<file path="config.mk">
export PLATFORM = sky130hd
export DESIGN_NAME = memory_boundary_scan_tap
export DESIGN_NICKNAME = d
export VERILOG_FILES = /design/src/hw/scan_tap_pkg.sv /design/src/hw/memory_boundary_scan_tap.sv /design/src/hw/pin_fifo.sv
export SDC_FILE = /design/constraint.sdc
export NUM_CORES = 2
export LEC_CHECK = 0
export BUFFER_PORTS_ARGS = -buffer_cell sky130_fd_sc_hd__buf_4
export CORE_UTILIZATION = 30
export DETAILED_ROUTE_END_ITERATION = 6
export SYNTH_ARGS = -nofsm -noshare
export SYNTH_HDL_FRONTEND = slang
export SYNTH_SLANG_ARGS = --single-unit
</file>
<file path="constraint.sdc">
create_clock -name sys_clk -period 8.65 [get_ports sys_clk]
set_input_delay 0.4325 -clock sys_clk [delete_from_list [all_inputs] [get_ports sys_clk]]
set_output_delay 0.4325 -clock sys_clk [all_outputs]
set_load 0.005 [all_outputs]
</file>
<file path="src/hw/scan_tap_pkg.sv">
// Shared constants for the memory boundary-scan test port
package scan_tap_pkg;
  localparam int IR_WIDTH    = 3;
  localparam int ID_WIDTH    = 32;
  localparam int CHAIN_LEN   = 109;
  localparam int SYNC_STAGES = 2;
  // Instruction codes
  localparam logic [2:0] INS_EXTEST   = 3'h0;
  localparam logic [2:0] INS_IDCODE   = 3'h1;
  localparam logic [2:0] INS_HIZ_SAMP = 3'h2;
  localparam logic [2:0] INS_SAMPLE   = 3'h4;
  localparam logic [2:0] INS_BYPASS   = 3'h7;
  // Reset value of the instruction register
  localparam logic [2:0] IR_RESET     = 3'h1;
  // Shift-IR capture pattern (low two bits 01)
  localparam logic [2:0] IR_CAPTURE   = 3'h1;
  // Identification value, arbitrary
  localparam logic [31:0] ID_VALUE    = 32'h1234_5679;
  // FIFO shape on the captured-pin path
  localparam int FIFO_WIDTH = 109;
  localparam int FIFO_DEPTH = 32;
  // TMS-high edges that force Test-Logic-Reset
  localparam int TLR_EDGES  = 5;

  typedef enum logic [3:0] {
    TLR, RTI, SEL_DR, CAP_DR, SH_DR, EX1_DR, PA_DR, EX2_DR, UPD_DR,
    SEL_IR, CAP_IR, SH_IR, EX1_IR, PA_IR, EX2_IR, UPD_IR
  } tap_state_type;
endpackage : scan_tap_pkg

</file>
<file path="src/hw/memory_boundary_scan_tap.sv">
// Boundary-scan test access port of a synchronous memory
// Operation
// - 3-bit instruction, 1-bit bypass, 32-bit ID, 109-cell chain.
// - Code 000: chain drives output balls, captures input balls.
// - Update-IR loading EXTEST enables drivers with preloaded chain data.
// - Code 001: capture ID value, shift ID register.
// - Instruction resets to IDCODE at power-up and Test-Logic-Reset.
// - Code 010: outputs high-Z, capture inputs, shift chain.
// - Code 100: capture inputs and I/O buffers, shift chain.
// - Code 111: bypass cell sits between data in and out.
// - Termination off under EXTEST, high-Z sample or SAMPLE.
// - After EXTEST normal operation returns only after power-up.
// - Five TMS-high edges or power-up enter Test-Logic-Reset.
// - Inputs sampled on rising, serial output changes on falling edge.
`timescale 1ns/1ps
`default_nettype none
module memory_boundary_scan_tap #(
  parameter int CHAIN = 109
) (
  // Clock and power-up reset
  input  wire logic             sys_clk,
  input  wire logic             reset_n,
  // Test pins
  input  wire logic             tck,
  input  wire logic             tms,
  input  wire logic             tdi,
  output logic                  tdo,
  output logic                  tdo_oe,
  // Memory pin view
  input  wire logic [CHAIN-1:0] pin_in,
  output logic [CHAIN-1:0]      pin_drive,
  output logic                  pin_drive_en,
  output logic                  outputs_hiz,
  output logic                  on_die_termination,
  output logic                  normal_mode_lost,
  // Drained snapshot stream
  output logic                  snap_valid,
  input  wire logic             snap_ready,
  output logic [CHAIN-1:0]      snap_data
);
  // ------------------------------------------------------------
  // Input synchronisers
  // ------------------------------------------------------------
  logic [2:0] sync1_r;
  logic [2:0] sync2_r;
  logic       tck_d_r;
  logic       rise;
  logic       fall;
  logic       tms_s;
  logic       tdi_s;

  always_ff @(posedge sys_clk or negedge reset_n)
  begin
    if (!reset_n)
    begin
      sync1_r <= '0;
      sync2_r <= '0;
      tck_d_r <= 1'b0;
    end
    else
    begin
      sync1_r <= {tck, tms, tdi};
      sync2_r <= sync1_r;
      tck_d_r <= sync2_r[2];
    end
  end

  assign tms_s = sync2_r[1];
  assign tdi_s = sync2_r[0];
  assign rise  = sync2_r[2] && !tck_d_r;
  assign fall  = !sync2_r[2] && tck_d_r;

  // ------------------------------------------------------------
  // Controller
  // ------------------------------------------------------------
  scan_tap_pkg::tap_state_type state_r;
  scan_tap_pkg::tap_state_type state_nxt;
  logic [2:0] tms_run_r;

  always_comb
  begin
    state_nxt = state_r;
    case (state_r)
      scan_tap_pkg::TLR:    state_nxt = tms_s ? scan_tap_pkg::TLR    : scan_tap_pkg::RTI;
      scan_tap_pkg::RTI:    state_nxt = tms_s ? scan_tap_pkg::SEL_DR : scan_tap_pkg::RTI;
      scan_tap_pkg::SEL_DR: state_nxt = tms_s ? scan_tap_pkg::SEL_IR : scan_tap_pkg::CAP_DR;
      scan_tap_pkg::CAP_DR: state_nxt = tms_s ? scan_tap_pkg::EX1_DR : scan_tap_pkg::SH_DR;
      scan_tap_pkg::SH_DR:  state_nxt = tms_s ? scan_tap_pkg::EX1_DR : scan_tap_pkg::SH_DR;
      scan_tap_pkg::EX1_DR: state_nxt = tms_s ? scan_tap_pkg::UPD_DR : scan_tap_pkg::PA_DR;
      scan_tap_pkg::PA_DR:  state_nxt = tms_s ? scan_tap_pkg::EX2_DR : scan_tap_pkg::PA_DR;
      scan_tap_pkg::EX2_DR: state_nxt = tms_s ? scan_tap_pkg::UPD_DR : scan_tap_pkg::SH_DR;
      scan_tap_pkg::UPD_DR: state_nxt = tms_s ? scan_tap_pkg::SEL_DR : scan_tap_pkg::RTI;
      scan_tap_pkg::SEL_IR: state_nxt = tms_s ? scan_tap_pkg::TLR    : scan_tap_pkg::CAP_IR;
      scan_tap_pkg::CAP_IR: state_nxt = tms_s ? scan_tap_pkg::EX1_IR : scan_tap_pkg::SH_IR;
      scan_tap_pkg::SH_IR:  state_nxt = tms_s ? scan_tap_pkg::EX1_IR : scan_tap_pkg::SH_IR;
      scan_tap_pkg::EX1_IR: state_nxt = tms_s ? scan_tap_pkg::UPD_IR : scan_tap_pkg::PA_IR;
      scan_tap_pkg::PA_IR:  state_nxt = tms_s ? scan_tap_pkg::EX2_IR : scan_tap_pkg::PA_IR;
      scan_tap_pkg::EX2_IR: state_nxt = tms_s ? scan_tap_pkg::UPD_IR : scan_tap_pkg::SH_IR;
      scan_tap_pkg::UPD_IR: state_nxt = tms_s ? scan_tap_pkg::SEL_DR : scan_tap_pkg::RTI;
      default:              state_nxt = scan_tap_pkg::TLR;
    endcase
  end

  always_ff @(posedge sys_clk or negedge reset_n)
  begin
    if (!reset_n)
      state_r <= scan_tap_pkg::TLR;
    else if (rise)
      state_r <= state_nxt;
  end

  // Counts TMS-high edges; only an observer for the forced-reset check
  always_ff @(posedge sys_clk or negedge reset_n)
  begin
    if (!reset_n)
      tms_run_r <= '0;
    else if (rise)
      tms_run_r <= !tms_s ? 3'h0
                 : (tms_run_r == 3'(scan_tap_pkg::TLR_EDGES)) ? tms_run_r : tms_run_r + 3'h1;
  end

  // ------------------------------------------------------------
  // Instruction path
  // ------------------------------------------------------------
  logic [scan_tap_pkg::IR_WIDTH-1:0] ir_shift_r;
  logic [scan_tap_pkg::IR_WIDTH-1:0] instruction_reg_r;

  always_ff @(posedge sys_clk or negedge reset_n)
  begin
    if (!reset_n)
    begin
      ir_shift_r        <= scan_tap_pkg::IR_CAPTURE;
      instruction_reg_r <= scan_tap_pkg::IR_RESET;
    end
    else if (rise)
    begin
      case (state_r)
        scan_tap_pkg::TLR:    instruction_reg_r <= scan_tap_pkg::IR_RESET;
        scan_tap_pkg::CAP_IR: ir_shift_r <= scan_tap_pkg::IR_CAPTURE;
        scan_tap_pkg::SH_IR:  ir_shift_r <= {tdi_s, ir_shift_r[2:1]};
        scan_tap_pkg::UPD_IR: instruction_reg_r <= ir_shift_r;
        default:              ;
      endcase
    end
  end

  // ------------------------------------------------------------
  // Data registers
  // ------------------------------------------------------------
  logic                                bypass_cell_r;
  logic [scan_tap_pkg::ID_WIDTH-1:0]   device_code_register_r;
  logic [CHAIN-1:0]                    scan_chain_r;
  logic [CHAIN-1:0]                    update_r;
  logic                                uses_chain;
  logic                                chain_capture;

  // Chain bit 0 holds cell 1
  assign uses_chain = (instruction_reg_r == scan_tap_pkg::INS_EXTEST)
                   || (instruction_reg_r == scan_tap_pkg::INS_HIZ_SAMP)
                   || (instruction_reg_r == scan_tap_pkg::INS_SAMPLE);
  assign chain_capture = rise && (state_r == scan_tap_pkg::CAP_DR) && uses_chain;

  always_ff @(posedge sys_clk or negedge reset_n)
  begin
    if (!reset_n)
    begin
      bypass_cell_r          <= 1'b0;
      device_code_register_r <= '0;
      scan_chain_r           <= '0;
    end
    else if (rise && state_r == scan_tap_pkg::CAP_DR)
    begin
      bypass_cell_r <= 1'b0;
      if (instruction_reg_r == scan_tap_pkg::INS_IDCODE)
        device_code_register_r <= scan_tap_pkg::ID_VALUE;
      // Pin bus may be mid-transition; a garbled sample is harmless
      if (uses_chain)
        scan_chain_r <= pin_in;
    end
    else if (rise && state_r == scan_tap_pkg::SH_DR)
    begin
      case (instruction_reg_r)
        scan_tap_pkg::INS_IDCODE:
          device_code_register_r <= {tdi_s, device_code_register_r[31:1]};
        scan_tap_pkg::INS_EXTEST, scan_tap_pkg::INS_HIZ_SAMP, scan_tap_pkg::INS_SAMPLE:
          scan_chain_r <= {tdi_s, scan_chain_r[CHAIN-1:1]};
        default:
          bypass_cell_r <= tdi_s;
      endcase
    end
  end

  // Update latch feeds the output balls
  always_ff @(posedge sys_clk or negedge reset_n)
  begin
    if (!reset_n)
      update_r <= '0;
    else if (rise && state_r == scan_tap_pkg::UPD_DR && uses_chain)
      update_r <= scan_chain_r;
  end

  // ------------------------------------------------------------
  // Serial output, changes on falling edge
  // ------------------------------------------------------------
  logic tdo_nxt;
  logic shifting;

  assign shifting = (state_r == scan_tap_pkg::SH_DR) || (state_r == scan_tap_pkg::SH_IR);

  always_comb
  begin
    if (state_r == scan_tap_pkg::SH_IR)
      tdo_nxt = ir_shift_r[0];
    else
      case (instruction_reg_r)
        scan_tap_pkg::INS_IDCODE: tdo_nxt = device_code_register_r[0];
        scan_tap_pkg::INS_EXTEST, scan_tap_pkg::INS_HIZ_SAMP, scan_tap_pkg::INS_SAMPLE:
          tdo_nxt = scan_chain_r[0];
        default:                  tdo_nxt = bypass_cell_r;
      endcase
  end

  always_ff @(posedge sys_clk or negedge reset_n)
  begin
    if (!reset_n)
    begin
      tdo    <= 1'b0;
      tdo_oe <= 1'b0;
    end
    else if (fall)
    begin
      tdo    <= tdo_nxt;
      tdo_oe <= shifting;
    end
  end

  // ------------------------------------------------------------
  // Pin control
  // ------------------------------------------------------------
  logic extest_on;
  logic extest_seen_r;

  assign extest_on = (instruction_reg_r == scan_tap_pkg::INS_EXTEST);

  always_ff @(posedge sys_clk or negedge reset_n)
  begin
    if (!reset_n)
    begin
      pin_drive          <= '0;
      pin_drive_en       <= 1'b0;
      outputs_hiz        <= 1'b0;
      on_die_termination <= 1'b1;
    end
    else
    begin
      pin_drive          <= update_r;
      pin_drive_en       <= extest_on;
      outputs_hiz        <= (instruction_reg_r == scan_tap_pkg::INS_HIZ_SAMP);
      on_die_termination <= !uses_chain;
    end
  end

  // Sticky until power-up reset
  always_ff @(posedge sys_clk or negedge reset_n)
  begin
    if (!reset_n)
      extest_seen_r <= 1'b0;
    else if (extest_on)
      extest_seen_r <= 1'b1;
  end
  assign normal_mode_lost = extest_seen_r;

  // ------------------------------------------------------------
  // Snapshot buffer
  // ------------------------------------------------------------
  pin_fifo #(.WIDTH(CHAIN), .DEPTH(scan_tap_pkg::FIFO_DEPTH)) u_fifo (
    .sys_clk   (sys_clk),
    .reset_n   (reset_n),
    .in_valid  (chain_capture),
    .in_ready  (),
    .in_data   (pin_in),
    .out_valid (snap_valid),
    .out_ready (snap_ready),
    .out_data  (snap_data)
  );

  // ------------------------------------------------------------
  // Checks
  // ------------------------------------------------------------
  property p_tlr_five;
    @(posedge sys_clk) disable iff (!reset_n)
    (tms_run_r == 3'(scan_tap_pkg::TLR_EDGES)) |-> (state_r == scan_tap_pkg::TLR);
  endproperty
  a_tlr_five: assert property (p_tlr_five) else $error("no reset after five tms");

  property p_ir_default;
    @(posedge sys_clk) disable iff (!reset_n)
    (rise && state_r == scan_tap_pkg::TLR) |=> (instruction_reg_r == scan_tap_pkg::INS_IDCODE);
  endproperty
  a_ir_default: assert property (p_ir_default) else $error("ir not idcode");

  property p_odt;
    @(posedge sys_clk) disable iff (!reset_n)
    uses_chain ##1 uses_chain |-> !on_die_termination;
  endproperty
  a_odt: assert property (p_odt) else $error("termination on in test");

  property p_drive;
    @(posedge sys_clk) disable iff (!reset_n)
    $rose(extest_on) |=> pin_drive_en && pin_drive == $past(update_r);
  endproperty
  a_drive: assert property (p_drive) else $error("extest not driving");

  property p_hiz;
    @(posedge sys_clk) disable iff (!reset_n)
    (instruction_reg_r == scan_tap_pkg::INS_HIZ_SAMP) |=> outputs_hiz && !pin_drive_en;
  endproperty
  a_hiz: assert property (p_hiz) else $error("outputs not high-z");

  property p_id_cap;
    @(posedge sys_clk) disable iff (!reset_n)
    (rise && state_r == scan_tap_pkg::CAP_DR && instruction_reg_r == scan_tap_pkg::INS_IDCODE)
      |=> device_code_register_r == scan_tap_pkg::ID_VALUE;
  endproperty
  a_id_cap: assert property (p_id_cap) else $error("id not captured");

  property p_chain_cap;
    @(posedge sys_clk) disable iff (!reset_n)
    chain_capture |=> scan_chain_r == $past(pin_in);
  endproperty
  a_chain_cap: assert property (p_chain_cap) else $error("chain capture wrong");

  property p_bypass;
    @(posedge sys_clk) disable iff (!reset_n)
    (rise && state_r == scan_tap_pkg::SH_DR && instruction_reg_r == scan_tap_pkg::INS_BYPASS)
      |=> bypass_cell_r == $past(tdi_s);
  endproperty
  a_bypass: assert property (p_bypass) else $error("bypass not loaded");

  property p_tdo_fall;
    @(posedge sys_clk) disable iff (!reset_n)
    !fall |=> $stable(tdo);
  endproperty
  a_tdo_fall: assert property (p_tdo_fall) else $error("tdo moved off falling edge");

  property p_sticky;
    @(posedge sys_clk) disable iff (!reset_n)
    normal_mode_lost |=> normal_mode_lost;
  endproperty
  a_sticky: assert property (p_sticky) else $error("extest flag cleared");
endmodule // memory_boundary_scan_tap
`default_nettype wire

</file>
<file path="src/hw/pin_fifo.sv">
// Synchronous FIFO buffering captured pin snapshots
`timescale 1ns/1ps
`default_nettype none
module pin_fifo #(
  parameter int WIDTH = 109,
  parameter int DEPTH = 32
) (
  // Clock and reset
  input  wire logic             sys_clk,
  input  wire logic             reset_n,
  // Fill side
  input  wire logic             in_valid,
  output logic                  in_ready,
  input  wire logic [WIDTH-1:0] in_data,
  // Drain side
  output logic                  out_valid,
  input  wire logic             out_ready,
  output logic [WIDTH-1:0]      out_data
);
  localparam int AW = $clog2(DEPTH);
  logic [WIDTH-1:0] mem [DEPTH];
  logic [AW-1:0]    wr_ptr_r;
  logic [AW-1:0]    rd_ptr_r;
  logic [AW:0]      count_r;
  logic             push;
  logic             pop;

  assign in_ready  = (count_r != (AW+1)'(DEPTH));
  assign out_valid = (count_r != '0);
  assign push      = in_valid && in_ready;
  assign pop       = out_valid && out_ready;
  assign out_data  = mem[rd_ptr_r];

  always_ff @(posedge sys_clk)
  begin
    if (push)
      mem[wr_ptr_r] <= in_data;
  end

  always_ff @(posedge sys_clk or negedge reset_n)
  begin
    if (!reset_n)
    begin
      wr_ptr_r <= '0;
      rd_ptr_r <= '0;
      count_r  <= '0;
    end
    else
    begin
      if (push)
        wr_ptr_r <= (wr_ptr_r == AW'(DEPTH-1)) ? '0 : wr_ptr_r + 1'b1;
      if (pop)
        rd_ptr_r <= (rd_ptr_r == AW'(DEPTH-1)) ? '0 : rd_ptr_r + 1'b1;
      count_r <= count_r + (AW+1)'(push) - (AW+1)'(pop);
    end
  end
endmodule // pin_fifo
`default_nettype wire

</file>
==> After elaboration in Yosys (flattened, before gate mapping) <==
Memory sizes are Yosys's and may differ from the RTL's.
Cells that the tools add are included.
{ "word_totals": {"mem_bits_ro": 0, "ff_bits": 399, "mem_count": 1, "out_inout_bits": 225, "ramBits": 3488, "latchBits": 0} }
{ "classes": {"addsub": 4, "n_reduce_logical": 32, "n_shift": 0, "n_mul": 0, "order_cmp": 0, "bitwise_logic": 0, "n_mux": 32, "n_eq_ne": 23, "div_mod_pow": 0} }
{ "mem_list": {"columns": ["name", "words", "word_bits", "rd", "rd_ports_with_merged_regs", "write_ports", "line_no", "rtl"], "rows": [
  ["u_fifo.mem", 32, 109, 1, 0, 1, "pin_fifo.sv:21", "logic [WIDTH-1:0] mem [DEPTH];"]
]} }
{ "ops": {"columns": ["op", "count"], "rows": [
  ["109-bit two-way mux", 4],
  ["32-bit two-way mux", 4],
  ["4-bit one-hot mux with 12 select lines", 1],
  ["4-bit equality test, second input constant", 8],
  ["4-bit by 3-bit equality test with 1-bit output, second input constant", 4],
  ["4-bit two-way mux", 4],
  ["3-bit one-hot mux with 2 select lines", 2],
  ["5-bit by 1-bit adder with 5-bit output, second input constant", 2],
  ["5-bit equality test, second input constant", 2],
  ["5-bit two-way mux", 2],
  ["1-bit logical AND", 9],
  ["1-bit two-way mux", 9],
  ["4-bit by 2-bit equality test with 1-bit output, second input constant", 2],
  ["2-bit AND reduction", 4],
  ["2-bit nonzero test", 4],
  ["6-bit by 1-bit adder with 6-bit output", 1],
  ["2-bit two-way mux", 3],
  ["3-bit two-way mux", 2],
  ["6-bit inequality test, second input constant", 1],
  ["6-bit nonzero test", 1],
  ["3-bit OR reduction", 2],
  ["6-bit by 1-bit subtractor with 6-bit output", 1],
  ["4-bit by 1-bit equality test with 1-bit output, second input constant", 1],
  ["4-bit zero test", 1],
  ["12 further kinds", 17]
]} }

==> Logic depth before layout (Yosys ltp) <==
{ "logic_depth": {"word_depth": 7, "ltp_mapped": 14, "depth_no_buf": 14} }

==> Modules after synthesis <==
From an unflattened synthesis, not the netlist that was laid out.
{ "unflattened": {"hier_cells": 7003, "hier_area_um2": 146645.6} }
{ "by_module_without_submodules": {"columns": ["mod", "seq_area_each_um2", "cells_per_inst", "area_per_inst_um2", "n_inst"], "rows": [
  ["pin_fifo", 105140.8, 5936, 132483.3, 1],
  ["memory_boundary_scan_tap", 9587.9, 1067, 14162.3, 1]
]} }

==> Worst setup path before layout <==
No wires, ideal clock.
{ "synth_path": {"path_kind": "register to register", "from": "register instruction_reg_r[0] (netlist name)", "to": "memory u_fifo.mem[26][0], enable pin", "path_slack_ns": 2.093, "setup_ns": 0.579, "required_time_ns": 8.071, "arrival_ns": 5.979, "stages_incl_launch_ff": 8, "path_buffers": 2, "path_cell_list": "dfstp_2 -> clkbuf_2 -> a21oi_2 -> inv_1 -> nor4_4 -> buf_4 -> nand2_2 -> nor2_1"} }
{ "synth_via": {"elab_chain_len": 7} }
{ "synth_lines": {"columns": ["item", "line_no", "rtl"], "rows": [
  ["from (decl)", "memory_boundary_scan_tap.sv:126", "logic [scan_tap_pkg::IR_WIDTH-1:0] instruction_reg_r;"],
  ["from (signal assigned)", "memory_boundary_scan_tap.sv:133", "instruction_reg_r <= scan_tap_pkg::IR_RESET;"],
  ["from (signal assigned)", "memory_boundary_scan_tap.sv:138", "scan_tap_pkg::TLR: instruction_reg_r <= scan_tap_pkg::IR_RESET;"],
  ["from (signal assigned)", "memory_boundary_scan_tap.sv:141", "scan_tap_pkg::UPD_IR: instruction_reg_r <= ir_shift_r;"],
  ["3-bit by 2-bit equality test with 1-bit output / 3-bit zero test (equally long branches)", "memory_boundary_scan_tap.sv:159, memory_boundary_scan_tap.sv:158", null],
  ["1-bit logical OR", "memory_boundary_scan_tap.sv:159", "|| (instruction_reg_r == scan_tap_pkg::INS_HIZ_SAMP)"],
  ["1-bit logical OR *", "memory_boundary_scan_tap.sv:160", "|| (instruction_reg_r == scan_tap_pkg::INS_SAMPLE);"],
  ["1-bit logical AND *", "memory_boundary_scan_tap.sv:161", "assign chain_capture = rise && (state_r == scan_tap_pkg::CAP_DR) && uses_chain;"],
  ["1-bit logical AND *", "pin_fifo.sv:30", "assign push = in_valid && in_ready;"],
  ["via u_fifo.push", "pin_fifo.sv:25", "logic push;"],
  ["1-bit two-way mux *", "pin_fifo.sv:36", "if (push)"],
  ["1-bit two-way mux (implied by the code) *", "pin_fifo.sv:37", "mem[wr_ptr_r] <= in_data;"],
  ["to (decl)", "pin_fifo.sv:21", null]
]} }
Mark *: on every way through the listed nets, which the timed path passes. The rest lies on a longest branch.

==> Final worst setup path <==
{ "layout_path": {"from": "register u_fifo.rd_ptr_r[0]", "to": "output port snap_data[37]"} }
{ "layout_via": {"elab_chain_len": 1} }
{ "layout_lines": {"columns": ["item", "line_no", "rtl"], "rows": [
  ["from (decl)", "pin_fifo.sv:23", "logic [AW-1:0] rd_ptr_r;"],
  ["from (signal assigned)", "pin_fifo.sv:53", "rd_ptr_r <= (rd_ptr_r == AW'(DEPTH-1)) ? '0 : rd_ptr_r + 1'b1;"],
  ["memory read 32 x 109 bit", null, null],
  ["to (decl)", "memory_boundary_scan_tap.sv:39", "output logic [CHAIN-1:0] snap_data"]
]} }
No other way between the ends.

==> results by group <==
Run
  – Maxcap violations: 0

STA
  – RSZ-0062 raised after global routing: no
  – Max frequency: 180 MHz
  – WHS: 96.9 ps
  – Max-slew headroom: 0.933%
  – Slew @ Worst Pin: 1490 ps
  – Tcrit/Tclk final: 64.3%
  – Hold Vio Cnt, Final: 0
  – Final min period: 5560 ps
  – Setup_tns: 0 ps
  – Final Setup Violations: 0
  – Final Max Slew Viols: 0
  – Setup WS post-layout: 3090 ps
  – Final Skew: 70.1 ps

Place
  – Half-perimeter wire length after placement: 226000 um
  – Setup slack at placement: 4140 ps
  – Port bufs: 339
  – Area after DPL: 0.158 mm2
  – RePlAce Congestion: 0.758

CTS
  – CTS Sinks: 3887
  – H-tree depth: 5
  – CTS tree: yes
  – Clock transition at the registers of the reported paths: 60 ps
  – Clock Path Buffers: 4
  – Total CTS buffers: 396
  – Clock Tree Root: clkbuf_16
  – Setup Fix Bufs, Post-CTS: 0
  – Clock latency reported for the late side of the worst-skew pair: 980 ps

Setup path
  – Endpoint type of the worst setup path: output port
  – Slowest CP cell: dfrtp_4
  – Cell family with the largest share of critical-path delay: buffers and inverters
  – Worst setup path class: reg -> out
  – Slowest cell delay on critical path: 980 ps
  – Crit path arrival time: 5130 ps
  – Critical Path Fanout Max: 133
  – Crit path cell chain: buf_12, buf_4, mux2i_1, a22oi_1, nand4_1, nor2_1, buf_4
  – CP required: 8220 ps
  – Number of buffers and inverters on the critical path: 3
  – Critical path startpoint category: flop
  – Most frequent CP cell: buf_4

Global routing
  – Vias in the first global route: 78300
  – Total grt overflow: 0
  – Initial antenna violation count: 35
  – First-pass GRT wire length: 582000 um
  – Pin count of the biggest net entering global routing: 134
  – GRT Total Usage: 16.1%

Worst hold path
  – Min-delay worst type: in -> reg

Cells and area
  – Fraction of final layout cells sized beyond drive strength 1: 13.9%
  – Layout Nets: 8735
  – Cell area after layout: 0.173 mm2
  – Growth of design area from synthesis to finish: 16.7%

Die
  – Row cnt: 257
  – Initial core utilization: 30.2%
  – Area of the core: 0.490 mm2
  – Top-level I/O count: 340
  – Die height: 704 um
  – DIE WIDTH: 704 um
  – Die area: 0.496 mm2

Run status
  – Status: finished, final reports clean

Route
  – Post-route ant nets: 0
  – DR pass1 iterations: 5
  – DR iter-0 viols: 7911
  – DR WL/cell: 26.9 um
  – Final wirelength: 415000 um
  – Total number of vias: 77900
  – # DRC: 0
  – Vias per cell: 5.05

Power
  – PwrDens: 283 mW/mm2
  – Peak VDD IR: 360 uV
  – Tot Pwr: 0.0489 W
  – Pleak: 60.3 nW

Synth
  – Netlist cell types: 64
  – Sequential fraction of the synthesis area: 77.5%
  – Synth Flop Type: edfxtp_1
  – EDFF count, synth: 3488
  – Seq cells post-synth: 3887
  – Post-synthesis instance area: 0.148 mm2
  – FFs w/ async S/R, synth: 10.3%
  – Synth warn: 0
  – Syn_nets: 8186
  – Post-Synthesis Cells: 8054
  – Mean post-synth cell area: 18.4 um2
## cells in the mapped netlist (all sizes together) (16+ instances only)
| master | count | area share [%] |
|---|---|---|
| edfxtp | 3488 | 71 |
| mux2i | 1853 | 13 |
| a22oi | 872 | 4.4 |
| dfrtp | 396 | 6.7 |
| buf | 318 | 1.2 |
| nand4 | 222 | 0.94 |
| nand2 | 179 | 0.46 |
| nor2 | 169 | 0.43 |
| o21ai | 157 | 0.53 |
| clkbuf | 142 | 0.36 |
| mux2 | 114 | 0.87 |
| inv | 22 | 0.056 |
| ha | 16 | 0.14 |
## stage by stage
stage / std cells / utilization [%]
after floorplan: 8054 / -
after global placement: 14600 / 32.3
after detailed placement: 14600 / 32.3
after CTS: 15400 / 35.2
after global routing: 15400 / 35.2
final: 15400 / 35.2
## worst paths after layout
check | from | endpoint | slack (ps) | depth (start not counted)
max | u_fifo.rd_ptr_r[0]$_DFFE_PN0P_ | snap_data[37] | 3090 | 7
min | tck | sync1_r[2]$_DFF_PN0_ | 100 | 2
max reg2reg | state_r[0]$_DFFE_PN0P_ | u_fifo.mem[28][18]$_DFFE_PP_ | 4050 | 6
min reg2reg | update_r[81]$_DFFE_PN0P_ | pin_drive[81]$_DFF_PN0_ | 350 | 0
max in group asynchronous | reset_n | scan_chain_r[25]$_DFFE_PN0P_ | 6280 | 5
min in group asynchronous | reset_n | scan_chain_r[81]$_DFFE_PN0P_ | 440 | 3
## what timing repair did
item / CTS / global route
endpoints found under the hold margin: 3647 / 0
resized for setup: 0 / 0
hold buffers: 116 / 0
## cells by family (layout without fill, tap and decap cells)
family,count (synthesis),in the layout,share of synthesized area [%]
AOI/OAI and AO/OA,1063,1063,5.12
xor gates and xnor gates,5,5,0.0296
adders and majority gates,18,18,0.156
buffers and inverters,482,1362,1.61
DFF,3887,3887,77.5
muxes,1967,1967,13.4
other,0,13,0
and+or+nand+nor,632,632,2.15
## placed cells by master (no fill, tap or decap), types with 90 or more instances in the layout
master / count
nor2_1: 137
clkinv_1: 90
a22oi_1: 872
nand2_1: 178
o21ai_0: 156
mux2i_1: 1853
dlygate4sd3_1: 115
buf_4: 458
edfxtp_1: 3488
mux2_2: 108
nand4_1: 222
clkbuf_16: 398
dfrtp_1: 395
## cell type report
class / count / area, um2
multi-input combinational: 3685 / 31200
fill: 45300 / 318000
tap: 6475 / 8100
inverter: 22 / 82.6
clock inverter: 265 / 2850
timing repair buffer: 611 / 5350
clock buffer: 464 / 10200
sequential: 3887 / 115000
antenna: 13 / 32.5
## per-layer routing
| metal | vias to the layer above | share of wire, % | GRT usage [%] |
|---|---|---|---|
| li1 | 33400 | - | - |
| met3 | 515 | 6.9 | 2.58 |
| met2 | 2956 | 48 | 27.0 |
| met1 | 41000 | 43 | 22.0 |
| met5 | - | 0.0019 | 0 |
| met4 | 2 | 2.2 | 3.64 |
## report_power, final
part / switching [W] / total [W] / internal [W]
clock network: 0.00735 / 0.0172 / 0.00989
logic: 0.00639 / 0.0102 / 0.00386
registers: 0.000529 / 0.0214 / 0.0209
## state kept, by name, indices dropped and copies added (netlist names), 3 cells and up
signal and flops:
pin_drive 109, device_code_register_r 32, sync2_r 3, sync1_r 3, u_fifo.wr_ptr_r 5, state_r 4, update_r 109, u_fifo.rd_ptr_r 5
u_fifo.count_r 6, u_fifo.mem 3488, instruction_reg_r 3, scan_chain_r 109, ir_shift_r 3
(Power assumes the default switching activity.)
